--- config.mk ---
export PLATFORM = sky130hd
export DESIGN_NAME = fpu_availability_trap
export DESIGN_NICKNAME = d
export VERILOG_FILES = /design/src/core/fpu_trap_pkg.sv /design/src/core/fpu_insn_decide.sv /design/src/core/fpu_error_signal.sv /design/src/core/fpu_availability_trap.sv
export VERILOG_INCLUDE_DIRS = /design/src /design/src/core
export SDC_FILE = /design/constraint.sdc
export NUM_CORES = 1
export LEC_CHECK = 0
export ABC_AREA = 1
export CORE_UTILIZATION = 53
export DETAILED_ROUTE_END_ITERATION = 7
export DONT_BUFFER_PORTS = 1
export GPL_ROUTABILITY_DRIVEN = 0
export MAX_ROUTING_LAYER = met4
export PLACE_DENSITY_LB_ADDON = 0.25
export SETUP_SLACK_MARGIN = 0.15
export SLEW_MARGIN = 20
export SYNTH_ARGS = -nofsm -noshare
export SYNTH_HDL_FRONTEND = slang
export SYNTH_SLANG_ARGS = --single-unit
--- constraint.sdc ---
create_clock -name aclk -period 1.6 [get_ports aclk]
set_input_delay 0.08 -clock aclk [delete_from_list [all_inputs] [get_ports aclk]]
set_output_delay 0.08 -clock aclk [all_outputs]
set_load 0.02 [all_outputs]
--- src/core/fpu_trap_consts.svh ---
/*
 * constants of the floating point availability trap: register byte
 * offsets, control bit positions, reset values and exception vectors.
 * assumes inclusion by bare name from the package; the design files use its macros without including it.
 */
`ifndef FPU_TRAP_CONSTS_SVH
`define FPU_TRAP_CONSTS_SVH

// ----------------------------------------------------------------
// register byte offsets
// ----------------------------------------------------------------
`define FT_ADDR_W 8
`define FT_OFS_CTRL 8'h00
`define FT_OFS_FSW 8'h04
`define FT_OFS_IRQ_STAT 8'h08
`define FT_OFS_IRQ_MASK 8'h0C
`define FT_OFS_FAULT 8'h10

// ----------------------------------------------------------------
// field positions
// ----------------------------------------------------------------
`define FT_BIT_EM 2
`define FT_BIT_TS 3
`define FT_BIT_NE 5
`define FT_FLAGS_W 6
`define FT_FSW_PEND 7
`define FT_IRQ_W 4
`define FT_IRQ_DNA 0
`define FT_IRQ_NUM 1
`define FT_IRQ_UD 2
`define FT_IRQ_ERR 3
`define FT_FAULT_TAG_LSB 16

// ----------------------------------------------------------------
// vectors, responses, reset values
// ----------------------------------------------------------------
`define FT_VEC_UD 8'h06
`define FT_VEC_DNA 8'h07
`define FT_VEC_NUM 8'h10
`define FT_RESP_OKAY 2'h0
`define FT_RESP_SLVERR 2'h2
`define FT_ERR_DELAY 2
`define FT_RST_CTRL 1'h0

`endif

--- src/core/fpu_trap_pkg.sv ---
/*
 * types shared by the trap logic: instruction classes and the error
 * output sequencer states.
 * assumes nothing beyond the constants header.
 */
package fpu_trap_pkg;
    `include "fpu_trap_consts.svh"

    // class of the instruction the core is about to start
    typedef enum logic [2:0] {
        INSN_FP_WAIT,
        INSN_FP_NOWAIT,
        INSN_NOWAIT_SAVE,
        INSN_NOWAIT_CLEAR,
        INSN_RESTORE,
        INSN_SIMD_INT,
        INSN_CLEAR_TASK_SWITCHED_INSN,
        INSN_OTHER
    } insn_class_e;

    typedef enum logic [1:0] {ERR_IDLE, ERR_WAIT, ERR_ON, ERR_KICK} err_state_e;
endpackage

--- src/core/fpu_insn_decide.sv ---
/*
 * combinational fault decision for one offered instruction.
 * assumes the caller registers the result and applies the state effects.
 */
`timescale 1ns/100ps
module fpu_insn_decide import fpu_trap_pkg::*; (
    // offered instruction
    input wire insn_class_e insn_class,
    // control state
    input wire logic task_switched_flag,
    input wire logic emulation_flag,
    input wire logic native_error_mode,
    input wire logic pending,
    // decision
    output logic fault,
    output logic [7:0] vector,
    output logic executes
);
    logic is_fp;

    // ----------------------------------------------------------------
    // priority: invalid opcode, then availability, then numeric trap
    // ----------------------------------------------------------------
    always_comb begin
        is_fp = (insn_class == INSN_FP_WAIT) || (insn_class == INSN_FP_NOWAIT) ||
                (insn_class == INSN_NOWAIT_SAVE) || (insn_class == INSN_NOWAIT_CLEAR) ||
                (insn_class == INSN_RESTORE);
        fault = 1'b0;
        vector = 8'h00;
        if (insn_class == INSN_SIMD_INT && emulation_flag) begin
            fault = 1'b1;
            vector = `FT_VEC_UD;
        end else if (is_fp && (task_switched_flag || emulation_flag)) begin
            // one fault however many flags are set; numeric waits behind it
            fault = 1'b1;
            vector = `FT_VEC_DNA;
        end else if (native_error_mode && pending &&
                     (insn_class == INSN_FP_WAIT || insn_class == INSN_RESTORE)) begin
            // no-wait classes never take this path
            fault = 1'b1;
            vector = `FT_VEC_NUM;
        end
        executes = !fault;
    end
endmodule

--- src/core/fpu_error_signal.sv ---
/*
 * drives the floating point error output from the pending numeric state.
 * assumes pending and kick come from registers in the same clock domain.
 */
`timescale 1ns/100ps
module fpu_error_signal import fpu_trap_pkg::*; #(
    parameter int DELAY = `FT_ERR_DELAY
) (
    // clock and reset
    input wire logic aclk,
    input wire logic aresetn,
    // cause
    input wire logic pending,
    input wire logic kick,
    // result
    output logic err_out
);
    localparam int CNT_W = $clog2(DELAY + 1);

    initial begin
        if (DELAY < 1 || DELAY > 255) $error("fpu_error_signal: DELAY out of range");
    end

    err_state_e state_reg, state_next;
    logic [CNT_W-1:0] cnt_reg, cnt_next;

    // ----------------------------------------------------------------
    // sequencer: a system delay before raising, a held pulse on kick
    // ----------------------------------------------------------------
    always_comb begin
        state_next = state_reg;
        cnt_next = cnt_reg;
        unique case (state_reg)
            ERR_IDLE: if (pending) begin
                state_next = ERR_WAIT;
                cnt_next = CNT_W'(DELAY - 1);
            end
            ERR_WAIT: if (!pending) begin
                state_next = ERR_IDLE;
            end else if (cnt_reg == '0) begin
                state_next = ERR_ON;
            end else begin
                cnt_next = cnt_reg - 1'b1;
            end
            ERR_ON: if (!pending) begin
                state_next = ERR_IDLE;
            end
            ERR_KICK: if (cnt_reg == '0) begin
                state_next = pending ? ERR_ON : ERR_IDLE;
            end else begin
                cnt_next = cnt_reg - 1'b1;
            end
        endcase
        // a no-wait save over a pending exception pulses the output
        if (kick) begin
            state_next = ERR_KICK;
            cnt_next = CNT_W'(DELAY - 1);
        end
    end

    always_ff @(posedge aclk) begin
        if (!aresetn) begin
            state_reg <= ERR_IDLE;
            cnt_reg <= '0;
        end else begin
            state_reg <= state_next;
            cnt_reg <= cnt_next;
        end
    end

    assign err_out = (state_reg == ERR_ON) || (state_reg == ERR_KICK);
endmodule

--- src/core/fpu_availability_trap.sv ---
/*
 * floating point availability trap unit with an AXI4-Lite register slave.
 * assumes the core offers one instruction per insn_valid pulse, waits for
 * insn_done, and re-issues a faulted instruction only through the replay.
 */
// Our own choices: the placing of the registers and the AXI4-Lite interface to the registers.
`timescale 1ns/100ps
module fpu_availability_trap import fpu_trap_pkg::*; #(
    parameter int TAG_W = 16,
    parameter int ERR_DELAY = `FT_ERR_DELAY
) (
    // clock and reset
    input wire logic aclk,
    input wire logic aresetn,
    // axi4-lite write
    input wire logic [`FT_ADDR_W-1:0] awaddr,
    input wire logic awvalid,
    output logic awready,
    input wire logic [31:0] wdata,
    input wire logic [3:0] wstrb,
    input wire logic wvalid,
    output logic wready,
    output logic [1:0] bresp,
    output logic bvalid,
    input wire logic bready,
    // axi4-lite read
    input wire logic [`FT_ADDR_W-1:0] araddr,
    input wire logic arvalid,
    output logic arready,
    output logic [31:0] rdata,
    output logic [1:0] rresp,
    output logic rvalid,
    input wire logic rready,
    // core instruction stream
    input wire logic task_switch,
    input wire logic insn_valid,
    input wire insn_class_e insn_class,
    input wire logic [TAG_W-1:0] insn_tag,
    input wire logic handler_return,
    // floating point datapath
    input wire logic numeric_exc,
    input wire logic [`FT_FLAGS_W-1:0] numeric_flags,
    input wire logic numeric_unmasked,
    input wire logic [`FT_FLAGS_W-1:0] restore_flags,
    input wire logic restore_unmasked,
    // results
    output logic insn_done,
    output logic insn_fault,
    output logic [7:0] fault_vector,
    output logic [TAG_W-1:0] fault_tag,
    output logic replay_valid,
    output logic [TAG_W-1:0] replay_tag,
    output logic fpu_error_output,
    output logic irq
);
    initial begin
        if (TAG_W < 1 || TAG_W > 16) $error("fpu_availability_trap: TAG_W out of range");
    end

    // ----------------------------------------------------------------
    // state
    // ----------------------------------------------------------------
    logic aw_hold_reg, aw_hold_next, w_hold_reg, w_hold_next;
    logic [`FT_ADDR_W-1:0] aw_addr_reg, aw_addr_next;
    logic [31:0] w_data_reg, w_data_next;
    logic [3:0] w_strb_reg, w_strb_next;
    logic bvalid_reg, bvalid_next, rvalid_reg, rvalid_next;
    logic [1:0] bresp_reg, bresp_next, rresp_reg, rresp_next;
    logic [31:0] rdata_reg, rdata_next;
    logic ts_reg, ts_next, em_reg, em_next, ne_reg, ne_next;
    logic [`FT_FLAGS_W-1:0] flags_reg, flags_next;
    logic pend_reg, pend_next;
    logic done_reg, done_next, fault_reg, fault_next;
    logic [7:0] vec_reg, vec_next;
    logic [TAG_W-1:0] ftag_reg, ftag_next, rtag_reg, rtag_next;
    logic owe_reg, owe_next, replay_reg, replay_next;
    logic [`FT_IRQ_W-1:0] istat_reg, istat_next, imask_reg, imask_next;
    logic err_q_reg, kick_reg, kick_next;
    logic dec_fault, dec_exec, wr_fire, wr_low, err_out;
    logic [7:0] dec_vec;
    logic [`FT_IRQ_W-1:0] ev;

    fpu_insn_decide u_decide (
        .insn_class(insn_class),
        .task_switched_flag(ts_reg),
        .emulation_flag(em_reg),
        .native_error_mode(ne_reg),
        .pending(pend_reg),
        .fault(dec_fault),
        .vector(dec_vec),
        .executes(dec_exec)
    );

    fpu_error_signal #(.DELAY(ERR_DELAY)) u_err (
        .aclk(aclk),
        .aresetn(aresetn),
        .pending(pend_reg),
        .kick(kick_reg),
        .err_out(err_out)
    );

    // ----------------------------------------------------------------
    // axi write channels: address and data taken in either order
    // ----------------------------------------------------------------
    assign awready = !aw_hold_reg && !bvalid_reg;
    assign wready = !w_hold_reg && !bvalid_reg;
    assign wr_fire = aw_hold_reg && w_hold_reg;
    assign wr_low = wr_fire && w_strb_reg[0]; // control fields live in byte 0

    always_comb begin
        aw_hold_next = aw_hold_reg;
        aw_addr_next = aw_addr_reg;
        w_hold_next = w_hold_reg;
        w_data_next = w_data_reg;
        w_strb_next = w_strb_reg;
        bvalid_next = bvalid_reg;
        bresp_next = bresp_reg;
        if (awvalid && awready) begin
            aw_hold_next = 1'b1;
            aw_addr_next = awaddr;
        end
        if (wvalid && wready) begin
            w_hold_next = 1'b1;
            w_data_next = wdata;
            w_strb_next = wstrb;
        end
        if (bvalid_reg && bready) bvalid_next = 1'b0;
        if (wr_fire) begin
            aw_hold_next = 1'b0;
            w_hold_next = 1'b0;
            bvalid_next = 1'b1;
            unique case (aw_addr_reg)
                `FT_OFS_CTRL, `FT_OFS_FSW, `FT_OFS_IRQ_STAT, `FT_OFS_IRQ_MASK,
                `FT_OFS_FAULT: bresp_next = `FT_RESP_OKAY;
                default: bresp_next = `FT_RESP_SLVERR;
            endcase
        end
    end

    // ----------------------------------------------------------------
    // axi read channel: one read under way, answered a cycle after address
    // ----------------------------------------------------------------
    assign arready = !rvalid_reg;

    always_comb begin
        rvalid_next = rvalid_reg;
        rdata_next = rdata_reg;
        rresp_next = rresp_reg;
        if (rvalid_reg && rready) rvalid_next = 1'b0;
        if (arvalid && arready) begin
            rvalid_next = 1'b1;
            rdata_next = 32'h0000_0000;
            rresp_next = `FT_RESP_OKAY;
            unique case (araddr)
                `FT_OFS_CTRL: begin
                    rdata_next[`FT_BIT_EM] = em_reg;
                    rdata_next[`FT_BIT_TS] = ts_reg;
                    rdata_next[`FT_BIT_NE] = ne_reg;
                end
                `FT_OFS_FSW: begin
                    rdata_next[`FT_FLAGS_W-1:0] = flags_reg;
                    rdata_next[`FT_FSW_PEND] = pend_reg;
                end
                `FT_OFS_IRQ_STAT: rdata_next[`FT_IRQ_W-1:0] = istat_reg;
                `FT_OFS_IRQ_MASK: rdata_next[`FT_IRQ_W-1:0] = imask_reg;
                `FT_OFS_FAULT: begin
                    rdata_next[7:0] = vec_reg;
                    rdata_next[`FT_FAULT_TAG_LSB +: TAG_W] = ftag_reg;
                end
                default: rresp_next = `FT_RESP_SLVERR;
            endcase
        end
    end

    // ----------------------------------------------------------------
    // control register: set by hardware wins over any clear
    // ----------------------------------------------------------------
    always_comb begin
        ts_next = ts_reg;
        em_next = em_reg;
        ne_next = ne_reg;
        if (wr_low && aw_addr_reg == `FT_OFS_CTRL) begin
            ts_next = w_data_reg[`FT_BIT_TS];
            em_next = w_data_reg[`FT_BIT_EM];
            ne_next = w_data_reg[`FT_BIT_NE];
        end
        if (insn_valid && insn_class == INSN_CLEAR_TASK_SWITCHED_INSN) ts_next = 1'b0;
        if (task_switch) ts_next = 1'b1;
    end

    // ----------------------------------------------------------------
    // instruction outcome and numeric exception state
    // ----------------------------------------------------------------
    always_comb begin
        flags_next = flags_reg;
        pend_next = pend_reg;
        done_next = insn_valid;
        fault_next = insn_valid && dec_fault;
        vec_next = vec_reg;
        ftag_next = ftag_reg;
        kick_next = 1'b0;
        if (insn_valid && dec_fault) begin
            vec_next = dec_vec;
            ftag_next = insn_tag;
        end
        // faulted state is untouched, so only executing classes act here
        if (insn_valid && dec_exec) begin
            unique case (insn_class)
                INSN_RESTORE: begin
                    flags_next = restore_flags;
                    pend_next = restore_unmasked;
                end
                INSN_NOWAIT_SAVE: begin
                    kick_next = pend_reg;
                    flags_next = '0;
                    pend_next = 1'b0;
                end
                INSN_NOWAIT_CLEAR: begin
                    flags_next = '0;
                    pend_next = 1'b0;
                end
                default: ;
            endcase
        end
        // a new exception in the clearing cycle is kept
        if (numeric_exc) begin
            flags_next = flags_next | numeric_flags;
            pend_next = pend_next | numeric_unmasked;
        end
    end

    // ----------------------------------------------------------------
    // replay of the instruction that took the availability fault
    // ----------------------------------------------------------------
    always_comb begin
        owe_next = owe_reg;
        rtag_next = rtag_reg;
        replay_next = 1'b0;
        if (handler_return && owe_reg) begin
            replay_next = 1'b1;
            owe_next = 1'b0;
        end
        if (insn_valid && dec_fault && dec_vec == `FT_VEC_DNA) begin
            owe_next = 1'b1;
            rtag_next = insn_tag;
        end
    end

    // ----------------------------------------------------------------
    // interrupt status and mask, write one to clear, events win
    // ----------------------------------------------------------------
    always_comb begin
        ev = '0;
        ev[`FT_IRQ_DNA] = fault_reg && vec_reg == `FT_VEC_DNA;
        ev[`FT_IRQ_NUM] = fault_reg && vec_reg == `FT_VEC_NUM;
        ev[`FT_IRQ_UD] = fault_reg && vec_reg == `FT_VEC_UD;
        ev[`FT_IRQ_ERR] = err_out && !err_q_reg;
        istat_next = istat_reg;
        imask_next = imask_reg;
        if (wr_low && aw_addr_reg == `FT_OFS_IRQ_STAT) begin
            istat_next = istat_reg & ~w_data_reg[`FT_IRQ_W-1:0];
        end
        if (wr_low && aw_addr_reg == `FT_OFS_IRQ_MASK) imask_next = w_data_reg[`FT_IRQ_W-1:0];
        istat_next = istat_next | ev;
    end

    // ----------------------------------------------------------------
    // registers
    // ----------------------------------------------------------------
    always_ff @(posedge aclk) begin
        if (!aresetn) begin
            aw_hold_reg <= 1'b0;
            aw_addr_reg <= '0;
            w_hold_reg <= 1'b0;
            w_data_reg <= '0;
            w_strb_reg <= '0;
            bvalid_reg <= 1'b0;
            bresp_reg <= `FT_RESP_OKAY;
            rvalid_reg <= 1'b0;
            rdata_reg <= '0;
            rresp_reg <= `FT_RESP_OKAY;
            ts_reg <= `FT_RST_CTRL;
            em_reg <= `FT_RST_CTRL;
            ne_reg <= `FT_RST_CTRL;
            flags_reg <= '0;
            pend_reg <= 1'b0;
            done_reg <= 1'b0;
            fault_reg <= 1'b0;
            vec_reg <= 8'h00;
            ftag_reg <= '0;
            rtag_reg <= '0;
            owe_reg <= 1'b0;
            replay_reg <= 1'b0;
            istat_reg <= '0;
            imask_reg <= '0;
            err_q_reg <= 1'b0;
            kick_reg <= 1'b0;
        end else begin
            aw_hold_reg <= aw_hold_next;
            aw_addr_reg <= aw_addr_next;
            w_hold_reg <= w_hold_next;
            w_data_reg <= w_data_next;
            w_strb_reg <= w_strb_next;
            bvalid_reg <= bvalid_next;
            bresp_reg <= bresp_next;
            rvalid_reg <= rvalid_next;
            rdata_reg <= rdata_next;
            rresp_reg <= rresp_next;
            ts_reg <= ts_next;
            em_reg <= em_next;
            ne_reg <= ne_next;
            flags_reg <= flags_next;
            pend_reg <= pend_next;
            done_reg <= done_next;
            fault_reg <= fault_next;
            vec_reg <= vec_next;
            ftag_reg <= ftag_next;
            rtag_reg <= rtag_next;
            owe_reg <= owe_next;
            replay_reg <= replay_next;
            istat_reg <= istat_next;
            imask_reg <= imask_next;
            err_q_reg <= err_out;
            kick_reg <= kick_next;
        end
    end

    // ----------------------------------------------------------------
    // outputs
    // ----------------------------------------------------------------
    assign bvalid = bvalid_reg;
    assign bresp = bresp_reg;
    assign rvalid = rvalid_reg;
    assign rdata = rdata_reg;
    assign rresp = rresp_reg;
    assign insn_done = done_reg;
    assign insn_fault = fault_reg;
    assign fault_vector = vec_reg;
    assign fault_tag = ftag_reg;
    assign replay_valid = replay_reg;
    assign replay_tag = rtag_reg;
    assign fpu_error_output = err_out;
    assign irq = |(istat_reg & imask_reg);
endmodule

==> results of run 1 <==
==> tightest hold or removal path, stage by stage <==
cell	delay, ns
nand3_1	0.07
o211ai_1	0.10
a21oi_1	0.06
==> layer usage <==
| layer | up-vias | global-route usage | share of wire |
|---|---|---|---|
| met4 | 0 | 0.105 | 0.031 |
| met1 | 1901 | 0.304 | 0.42 |
| met2 | 182 | 0.427 | 0.47 |
| met5 | - | - | 0 |
| li1 | 2199 | - | - |
| met3 | 32 | 0.0652 | 0.075 |
==> power breakdown <==
group | leakage [nW] | internal [W] | switching (W) | total, W
sequential | 0.868 | 0.00282 | 0.000239 | 0.00306
combinational | 1.51 | 0.000355 | 0.000522 | 0.000877
clock | 0.109 | 0.000787 | 0.000932 | 0.00172
==> final cells by class <==
type | instances | area share
flip-flops and latches | 106 | 0.380
multi-input cells | 461 | 0.361
repair buffers | 80 | 0.149
inverters | 73 | 0.0489
clock buffers | 10 | 0.0246
well taps | 105 | 0.0235
clock inverters | 6 | 0.0130
==> logic make-up (layout without fill, tap and decap cells) <==
group / after synthesis / after routing / synth area share
simple gates: 329 / 329 / 0.292
compound gates: 117 / 117 / 0.135
buf+inv: 114 / 169 / 0.109
flops: 106 / 106 / 0.463
other cells: 1 / 15 / 0.000819
==> cells in the mapped netlist (2+ instances only) <==
cell        n  area (um2)
o21ai_0    66         330
clkinv_1    2        7.51
nand4_1     6        37.5
dfxtp_1   106        2120
nand2_1   129         484
clkbuf_1   14        52.6
nor2_4      2        22.5
nand3_1    41         205
o211ai_1    2        15.0
buf_2       6        30.0
buf_4      17         128
buf_1       3        11.3
inv_1      69         259
nor2_1    145         544
inv_2       2        7.51
nor3_1      3        15.0
a21oi_1    43         215
==> repair_timing <==
action,in CTS,in global routing
endpoints found under the hold margin,89,0
cloned,0,4
resized for setup,1,8
hold buffers,49,0
endpoints found under the setup margin,28,46
setup buffers,4,6
pin swaps,2,7
==> worst max path at each step <==
stage,endpoint,slack [ns]
floorplan,rdata[1]$_SDFFE_PN0P_,0.20
global placement,replay_tag[12]$_SDFFE_PN0P_,0.12
detailed placement,replay_tag[1]$_SDFFE_PN0P_,0.009
CTS,replay_tag[1]$_SDFFE_PN0P_,0.15
global route,replay_tag[1]$_SDFFE_PN0P_,0.12
finish,replay_tag[1]$_SDFFE_PN0P_,0.15
==> per-stage QoR <==
stage | area (um2) | setup WS, ns | total power [W] | utilization | std cells
after floorplan | 4630 | 0.195 | 0.00367 | - | 681
after global routing | 5600 | 0.117 | 0.00594 | 0.675 | 841
after global placement | 4680 | 0.122 | 0.00378 | 0.564 | 762
after CTS | 5440 | 0.150 | 0.00565 | 0.655 | 831
final | 5600 | 0.146 | 0.00566 | 0.675 | 841
after detailed placement | 4680 | 0.00930 | 0.00382 | 0.564 | 762
==> run_summary.xml, run 1 <==
<?xml version="1.0" encoding="UTF-8"?>
<metrics>
  <group name="status">
    <metric name="status" unit="">finished, violations left</metric>
    <metric name="violations" unit="">hold timing</metric>
  </group>
  <group name="sta">
    <metric name="clock.fmax" unit="GHz">0.688</metric>
    <metric name="worst_pin_slew" unit="ns">0.500</metric>
    <metric name="final_hold_viol_count" unit="">1</metric>
    <metric name="finalCritPeriodShare" unit="">0.909</metric>
    <metric name="final-setup-viol-count" unit="">0</metric>
    <metric name="setup_total_negative_slack" unit="ns">0</metric>
    <metric name="finalMaxSlewViolations" unit="">0</metric>
    <metric name="slew_headroom" unit="">0.665</metric>
    <metric name="finClkSkew" unit="ns">0.0140</metric>
    <metric name="period_minus_slack" unit="ns">1.45</metric>
    <metric name="unrepaired_setup_endpoints_after_global_routing" unit="">yes</metric>
    <metric name="final.hold.worst_slack" unit="ns">-0.00187</metric>
  </group>
  <group name="critical_path">
    <metric name="timing.critical_path.buf_inv" unit="">4</metric>
    <metric name="cp_cell_sequence" unit="">o22ai_4 -&gt; buf_4 -&gt; buf_4 -&gt; nor2_4 -&gt; buf_12 -&gt; buf_12 -&gt; nand2_1 -&gt; nand2_1 -&gt; nor2_1</metric>
    <metric name="r2r_slack" unit="ns">0.15</metric>
    <metric name="critPathLaunchType" unit="">flop</metric>
    <metric name="reg2regPathDepth" unit="">9</metric>
    <metric name="setup_crit_end_kind" unit="">flop</metric>
    <metric name="r2r-end" unit="">replay_tag[1]$_SDFFE_PN0P_</metric>
    <metric name="worstPathMaxFanout" unit="">5</metric>
    <metric name="rr_startpoint" unit="">em_reg$_SDFFE_PN0P_</metric>
    <metric name="crit_path_max_incr_delay" unit="ns">0.38</metric>
    <metric name="critPathArrivalTime" unit="ns">1.74</metric>
    <metric name="cp-startpoint" unit="">em_reg$_SDFFE_PN0P_</metric>
    <metric name="cpLargestDelayFamily" unit="">buffers and inverters</metric>
    <metric name="path_depth" unit="">9</metric>
    <metric name="worst_setup_path_class" unit="">reg -&gt; reg</metric>
    <metric name="cp_data_required_time" unit="ns">1.88</metric>
    <metric name="cell_at_the_slowest_stage_of_the_critical_path" unit="">dfxtp_4</metric>
  </group>
  <group name="floorplan">
    <metric name="design.portCount" unit="">182</metric>
    <metric name="die_w" unit="um">95.0</metric>
    <metric name="initial_utilization" unit="">0.552</metric>
    <metric name="floorplan.die_area" unit="um2">9020</metric>
    <metric name="num_rows" unit="">33</metric>
    <metric name="chipHeight" unit="um">95.0</metric>
    <metric name="core-area" unit="um2">8300</metric>
  </group>
  <group name="grt">
    <metric name="overflow" unit="">0</metric>
    <metric name="grt_pass1_vias" unit="">3850</metric>
    <metric name="wire_length_of_the_first_global_routing_pass" unit="um">17500</metric>
    <metric name="track_usage" unit="">0.260</metric>
    <metric name="grt_max_degree" unit="">78</metric>
    <metric name="antenna_found_initial" unit="">0</metric>
  </group>
  <group name="finish">
    <metric name="largest_register_ffs" unit="">23</metric>
    <metric name="multi_input_area" unit="um2">2020</metric>
    <metric name="storage_cell_area" unit="um2">2130</metric>
    <metric name="n_antenna_cell" unit="">0</metric>
    <metric name="final_net_count" unit="">827</metric>
    <metric name="layout.cells.most_common_list" unit="">nor2_1 (142), nand2_1 (127), dfxtp_1 (104)</metric>
    <metric name="mostFrequentLayoutCell" unit="">nor2_1</metric>
    <metric name="drive_above_1_share" unit="">0.0856</metric>
    <metric name="layout.filler_cells" unit="">680</metric>
    <metric name="area_delta_synth_final" unit="%">22.3</metric>
  </group>
  <group name="clock_tree">
    <metric name="clkSinkCount" unit="">106</metric>
    <metric name="cts_tree" unit="">built</metric>
    <metric name="clkSlewWorstSetupHoldPaths" unit="ns">0.10</metric>
    <metric name="cts_inserted_buffers" unit="">9</metric>
    <metric name="clk-insertion-delay-late" unit="ns">0.36</metric>
    <metric name="number_of_buffers_on_the_longest_clock_path" unit="">2</metric>
    <metric name="cts_root_buf" unit="">clkbuf_8</metric>
    <metric name="ctsHtreeMaxLevel" unit="">3</metric>
  </group>
  <group name="logic_synthesis">
    <metric name="ys_seq_area_frac" unit="">0.463</metric>
    <metric name="postSynth.topFlopCell" unit="">dfxtp_1</metric>
    <metric name="synth_area" unit="um2">4580</metric>
    <metric name="synth-seq-cells" unit="">106</metric>
    <metric name="synth-edff-count" unit="">0</metric>
    <metric name="post_synth.cell_area_avg" unit="um2">6.87</metric>
    <metric name="yosys.cell_types.count" unit="">28</metric>
    <metric name="synth-warning-count" unit="">0</metric>
    <metric name="post_synth_inst_count" unit="">667</metric>
    <metric name="postSynth.asyncResetShare" unit="">0</metric>
  </group>
  <group name="drt">
    <metric name="final_antenna_net_count" unit="">0</metric>
    <metric name="drt_first_pass_iters" unit="">4</metric>
    <metric name="via_per_inst" unit="">5.13</metric>
    <metric name="remaining_drc_errors" unit="">0</metric>
    <metric name="dr_total_vias" unit="">4314</metric>
    <metric name="routed_wire_length_per_instance" unit="um">13.9</metric>
    <metric name="drt_first_iter_violations" unit="">173</metric>
    <metric name="drt-total-wl" unit="um">11700</metric>
  </group>
  <group name="power">
    <metric name="leakage" unit="nW">2.49</metric>
    <metric name="peakVddDrop" unit="uV">590</metric>
    <metric name="pwr_density_cell" unit="nW/um2">1010</metric>
  </group>
  <group name="placement">
    <metric name="place.port_buffers" unit="">0</metric>
    <metric name="hpwl_detailed" unit="um">7690</metric>
  </group>
  <group name="job">
    <metric name="cap_viol_max_count" unit="">0</metric>
  </group>
  <group name="worst_hold_path">
    <metric name="hold_depth" unit="">3</metric>
    <metric name="min_to" unit="">ts_reg$_SDFFE_PN0P_</metric>
    <metric name="worstHoldPathType" unit="">in -&gt; reg</metric>
    <metric name="hold_start" unit="">insn_class[2]</metric>
  </group>
</metrics>
Power figures use the tool's default switching activity.
==> inputs of run 2 (changes only) <==
--- a/config.mk
+++ b/config.mk
@@ -6,7 +6,6 @@
 export SDC_FILE = /design/constraint.sdc
 export NUM_CORES = 1
 export LEC_CHECK = 0
-export ABC_AREA = 1
 export CORE_UTILIZATION = 53
 export DETAILED_ROUTE_END_ITERATION = 7
 export DONT_BUFFER_PORTS = 1
==> constraint.sdc (replaced) <==
create_clock -name aclk -period 1.6 [get_ports aclk]
set_input_delay 0.32 -clock aclk [delete_from_list [all_inputs] [get_ports aclk]]
set_output_delay 0.32 -clock aclk [all_outputs]
set_load 0.02 [all_outputs]
==> run_summary.xml, run 2 <==
<?xml version="1.0" encoding="UTF-8"?>
<metrics>
  <group name="critical_path">
    <metric name="setup_crit_end_kind" unit="">flop</metric>
    <metric name="worst_setup_path_class" unit="">reg -&gt; reg</metric>
    <metric name="cpLargestDelayFamily" unit="">compound AO/OA/AOI/OAI gates</metric>
    <metric name="reg2regPathDepth" unit="">5</metric>
    <metric name="cell_at_the_slowest_stage_of_the_critical_path" unit="">a221o_1</metric>
    <metric name="critPathArrivalTime" unit="ns">1.72</metric>
    <metric name="rr_startpoint" unit="">ts_reg$_SDFFE_PN0P_</metric>
    <metric name="path_depth" unit="">5</metric>
    <metric name="timing.critical_path.buf_inv" unit="">1</metric>
    <metric name="crit_path_max_incr_delay" unit="ns">0.34</metric>
    <metric name="cp_cell_sequence" unit="">a21boi_4 -&gt; a2bb2oi_4 -&gt; o31a_1 -&gt; buf_6 -&gt; a221o_1</metric>
    <metric name="cp-startpoint" unit="">ts_reg$_SDFFE_PN0P_</metric>
    <metric name="critPathLaunchType" unit="">flop</metric>
    <metric name="cp_data_required_time" unit="ns">1.85</metric>
    <metric name="worstPathMaxFanout" unit="">7</metric>
  </group>
  <group name="clock_tree">
    <metric name="clkSinkCount" unit="">106</metric>
    <metric name="cts_tree" unit="">built</metric>
    <metric name="ctsHtreeMaxLevel" unit="">3</metric>
    <metric name="clkSlewWorstSetupHoldPaths" unit="ns">0.10</metric>
    <metric name="cts_root_buf" unit="">clkbuf_8</metric>
    <metric name="clk-insertion-delay-late" unit="ns">0.36</metric>
    <metric name="cts_inserted_buffers" unit="">9</metric>
    <metric name="number_of_buffers_on_the_longest_clock_path" unit="">2</metric>
  </group>
  <group name="logic_synthesis">
    <metric name="synthTopCellsByCount" unit="">dfxtp_1 (106), nand2_1 (89), nor2_1 (45), a21oi_1 (42), mux2i_1 (32)</metric>
    <metric name="yosys.cell_types.count" unit="">56</metric>
    <metric name="post-synth-top-area-cell" unit="">dfxtp_1</metric>
    <metric name="ys_seq_area_frac" unit="">0.478</metric>
    <metric name="post_synth_main_area_contributors" unit="">dfxtp_1 (48%), nand2_1 (7.5%), mux2i_1 (7.2%), a21oi_1 (4.7%), nor2_1 (3.8%)</metric>
    <metric name="synth-edff-count" unit="">0</metric>
    <metric name="postSynth.topFlopCell" unit="">dfxtp_1</metric>
    <metric name="synth-seq-cells" unit="">106</metric>
    <metric name="post_synth_inst_count" unit="">496</metric>
    <metric name="synth_area" unit="um2">4440</metric>
    <metric name="post-synth-top-count-cell" unit="">dfxtp_1</metric>
    <metric name="post-synth-top-area-fraction" unit="">0.478</metric>
    <metric name="synth-warning-count" unit="">0</metric>
    <metric name="post_synth.cell_area_avg" unit="um2">8.95</metric>
    <metric name="postSynth.asyncResetShare" unit="">0</metric>
  </group>
  <group name="floorplan">
    <metric name="floorplan.die_area" unit="um2">8740</metric>
    <metric name="chipHeight" unit="um">93.5</metric>
    <metric name="num_rows" unit="">33</metric>
    <metric name="core-area" unit="um2">8180</metric>
    <metric name="initial_utilization" unit="">0.543</metric>
    <metric name="die_w" unit="um">93.5</metric>
    <metric name="design.portCount" unit="">182</metric>
  </group>
  <group name="worst_hold_path">
    <metric name="worstHoldPathType" unit="">in -&gt; reg</metric>
    <metric name="hold_start" unit="">insn_valid</metric>
    <metric name="hold_depth" unit="">1</metric>
  </group>
  <group name="grt">
    <metric name="antenna_found_initial" unit="">0</metric>
    <metric name="grt_pass1_vias" unit="">3096</metric>
    <metric name="grt.met1_usage" unit="">0.329</metric>
    <metric name="gr-usage-met3" unit="">0.0675</metric>
    <metric name="overflow" unit="">0</metric>
    <metric name="grt_max_degree" unit="">61</metric>
    <metric name="top_usage_layer" unit="">met1</metric>
    <metric name="met2_usage_in_global_routing" unit="">0.328</metric>
    <metric name="track_usage" unit="">0.237</metric>
    <metric name="wire_length_of_the_first_global_routing_pass" unit="um">15600</metric>
  </group>
  <group name="drt">
    <metric name="dr_total_vias" unit="">3487</metric>
    <metric name="drt-total-wl" unit="um">10200</metric>
    <metric name="via_per_inst" unit="">5.74</metric>
    <metric name="drt_first_iter_violations" unit="">188</metric>
    <metric name="final_antenna_net_count" unit="">0</metric>
    <metric name="routed_wire_length_per_instance" unit="um">16.8</metric>
    <metric name="remaining_drc_errors" unit="">0</metric>
    <metric name="drt_first_pass_iters" unit="">5</metric>
  </group>
  <group name="power">
    <metric name="pwr_density_cell" unit="nW/um2">1080</metric>
    <metric name="power.share.clock" unit="">0.353</metric>
    <metric name="power_frac_comb" unit="">0.095</metric>
    <metric name="peakVddDrop" unit="uV">509</metric>
    <metric name="power.sequential.fraction" unit="">0.552</metric>
    <metric name="power.switching_fraction" unit="">0.262</metric>
    <metric name="power.net_switching" unit="W">0.00136</metric>
    <metric name="internal_power" unit="W">0.00385</metric>
    <metric name="leakage" unit="nW">1.95</metric>
    <metric name="report.power.total" unit="W">0.00521</metric>
  </group>
  <group name="placement">
    <metric name="hpwl_detailed" unit="um">7290</metric>
    <metric name="detailed_place.area" unit="um2">4530</metric>
    <metric name="place.port_buffers" unit="">0</metric>
  </group>
  <group name="sta">
    <metric name="finalMaxSlewViolations" unit="">0</metric>
    <metric name="unrepaired_setup_endpoints_after_global_routing" unit="">yes</metric>
    <metric name="period_minus_slack" unit="ns">1.47</metric>
    <metric name="final_hold_viol_count" unit="">0</metric>
    <metric name="clock.fmax" unit="GHz">0.681</metric>
    <metric name="finClkSkew" unit="ns">0.00924</metric>
    <metric name="final-setup-viol-count" unit="">0</metric>
    <metric name="final.hold.worst_slack" unit="ns">0.0488</metric>
    <metric name="setup_total_negative_slack" unit="ns">0</metric>
    <metric name="finalCritPeriodShare" unit="">0.918</metric>
  </group>
  <group name="finish">
    <metric name="final_net_count" unit="">594</metric>
    <metric name="final_area" unit="um2">4830</metric>
    <metric name="layout.cells.most_common_list" unit="">dfxtp_1 (104), nand2_1 (87), nor2_1 (43)</metric>
    <metric name="n_antenna_cell" unit="">0</metric>
    <metric name="mostFrequentLayoutCell" unit="">dfxtp_1</metric>
    <metric name="drive_above_1_share" unit="">0.119</metric>
    <metric name="layout.filler_cells" unit="">757</metric>
    <metric name="area_delta_synth_final" unit="%">8.74</metric>
    <metric name="largest_register_ffs" unit="">23</metric>
    <metric name="final_core_util" unit="">0.590</metric>
  </group>
  <group name="job">
    <metric name="cap_viol_max_count" unit="">0</metric>
  </group>
  <group name="status">
    <metric name="status" unit="">finished clean</metric>
  </group>
</metrics>
## run 2: power by group through the flow
stage / Clock, W / Sequential, W / Combinational, W
after floorplan: 0 / 0.00292 / 0.000425
after global placement: 0 / 0.00293 / 0.000458
after detailed placement: 0 / 0.00293 / 0.000469
after CTS: 0.00186 / 0.00287 / 0.000474
after global routing: 0.00198 / 0.00289 / 0.000544
final: 0.00184 / 0.00287 / 0.000493
## run 2: layout make-up
class / count / area (um2) / area share
Sequential cell: 106 / 2120 / 0.440
Multi-Input combinational cell: 351 / 2100 / 0.436
Timing Repair Buffer: 23 / 218 / 0.0451
Tap cell: 105 / 131 / 0.0272
Clock buffer: 9 / 124 / 0.0257
Clock inverter: 7 / 100 / 0.0207
Inverter: 7 / 26.3 / 0.00544
## run 2: worst paths after layout
check                                   to  slack [ns]
min           fault_vector[4]$_SDFFE_PN0P_        0.05
min reg2reg  u_err.cnt_reg[1]$_SDFFE_PP0P_        0.45
max reg2reg        flags_reg[1]$_SDFF_PN0_        0.13
max                flags_reg[1]$_SDFF_PN0_        0.13
## run 2: kinds of logic (layout without fill, tap and decap cells)
kind of cell	count (synthesis)	count (layout)	synth area share
buf+inv	53	46	0.0744
compound gates	104	104	0.156
flops	106	106	0.478
simple gates	197	197	0.209
mux	34	34	0.0798
xor+xnor	1	1	0.00197
other cells	1	15	0.000845
## run 2: layer usage
metal | vias up | part of all wire
li1 | 1706 | -
met1 | 1640 | 0.46
met2 | 127 | 0.46
met3 | 14 | 0.069
met4 | 0 | 0.011
met5 | - | 0
## run 2: repair_timing
item	4_1_cts	5_1_grt
gates resized for setup	3	11
hold buffers	0	0
pin swaps	1	1
buffers inserted	0	2
setup endpoints to repair	9	25
## run 2: per-stage QoR
step | cells | setup slack (ns)
final | 608 | 0.132
after global placement | 590 | 0.0224
after floorplan | 510 | -0.00568
after detailed placement | 590 | -0.00873
after global routing | 608 | 0.0777
after CTS | 606 | 0.142
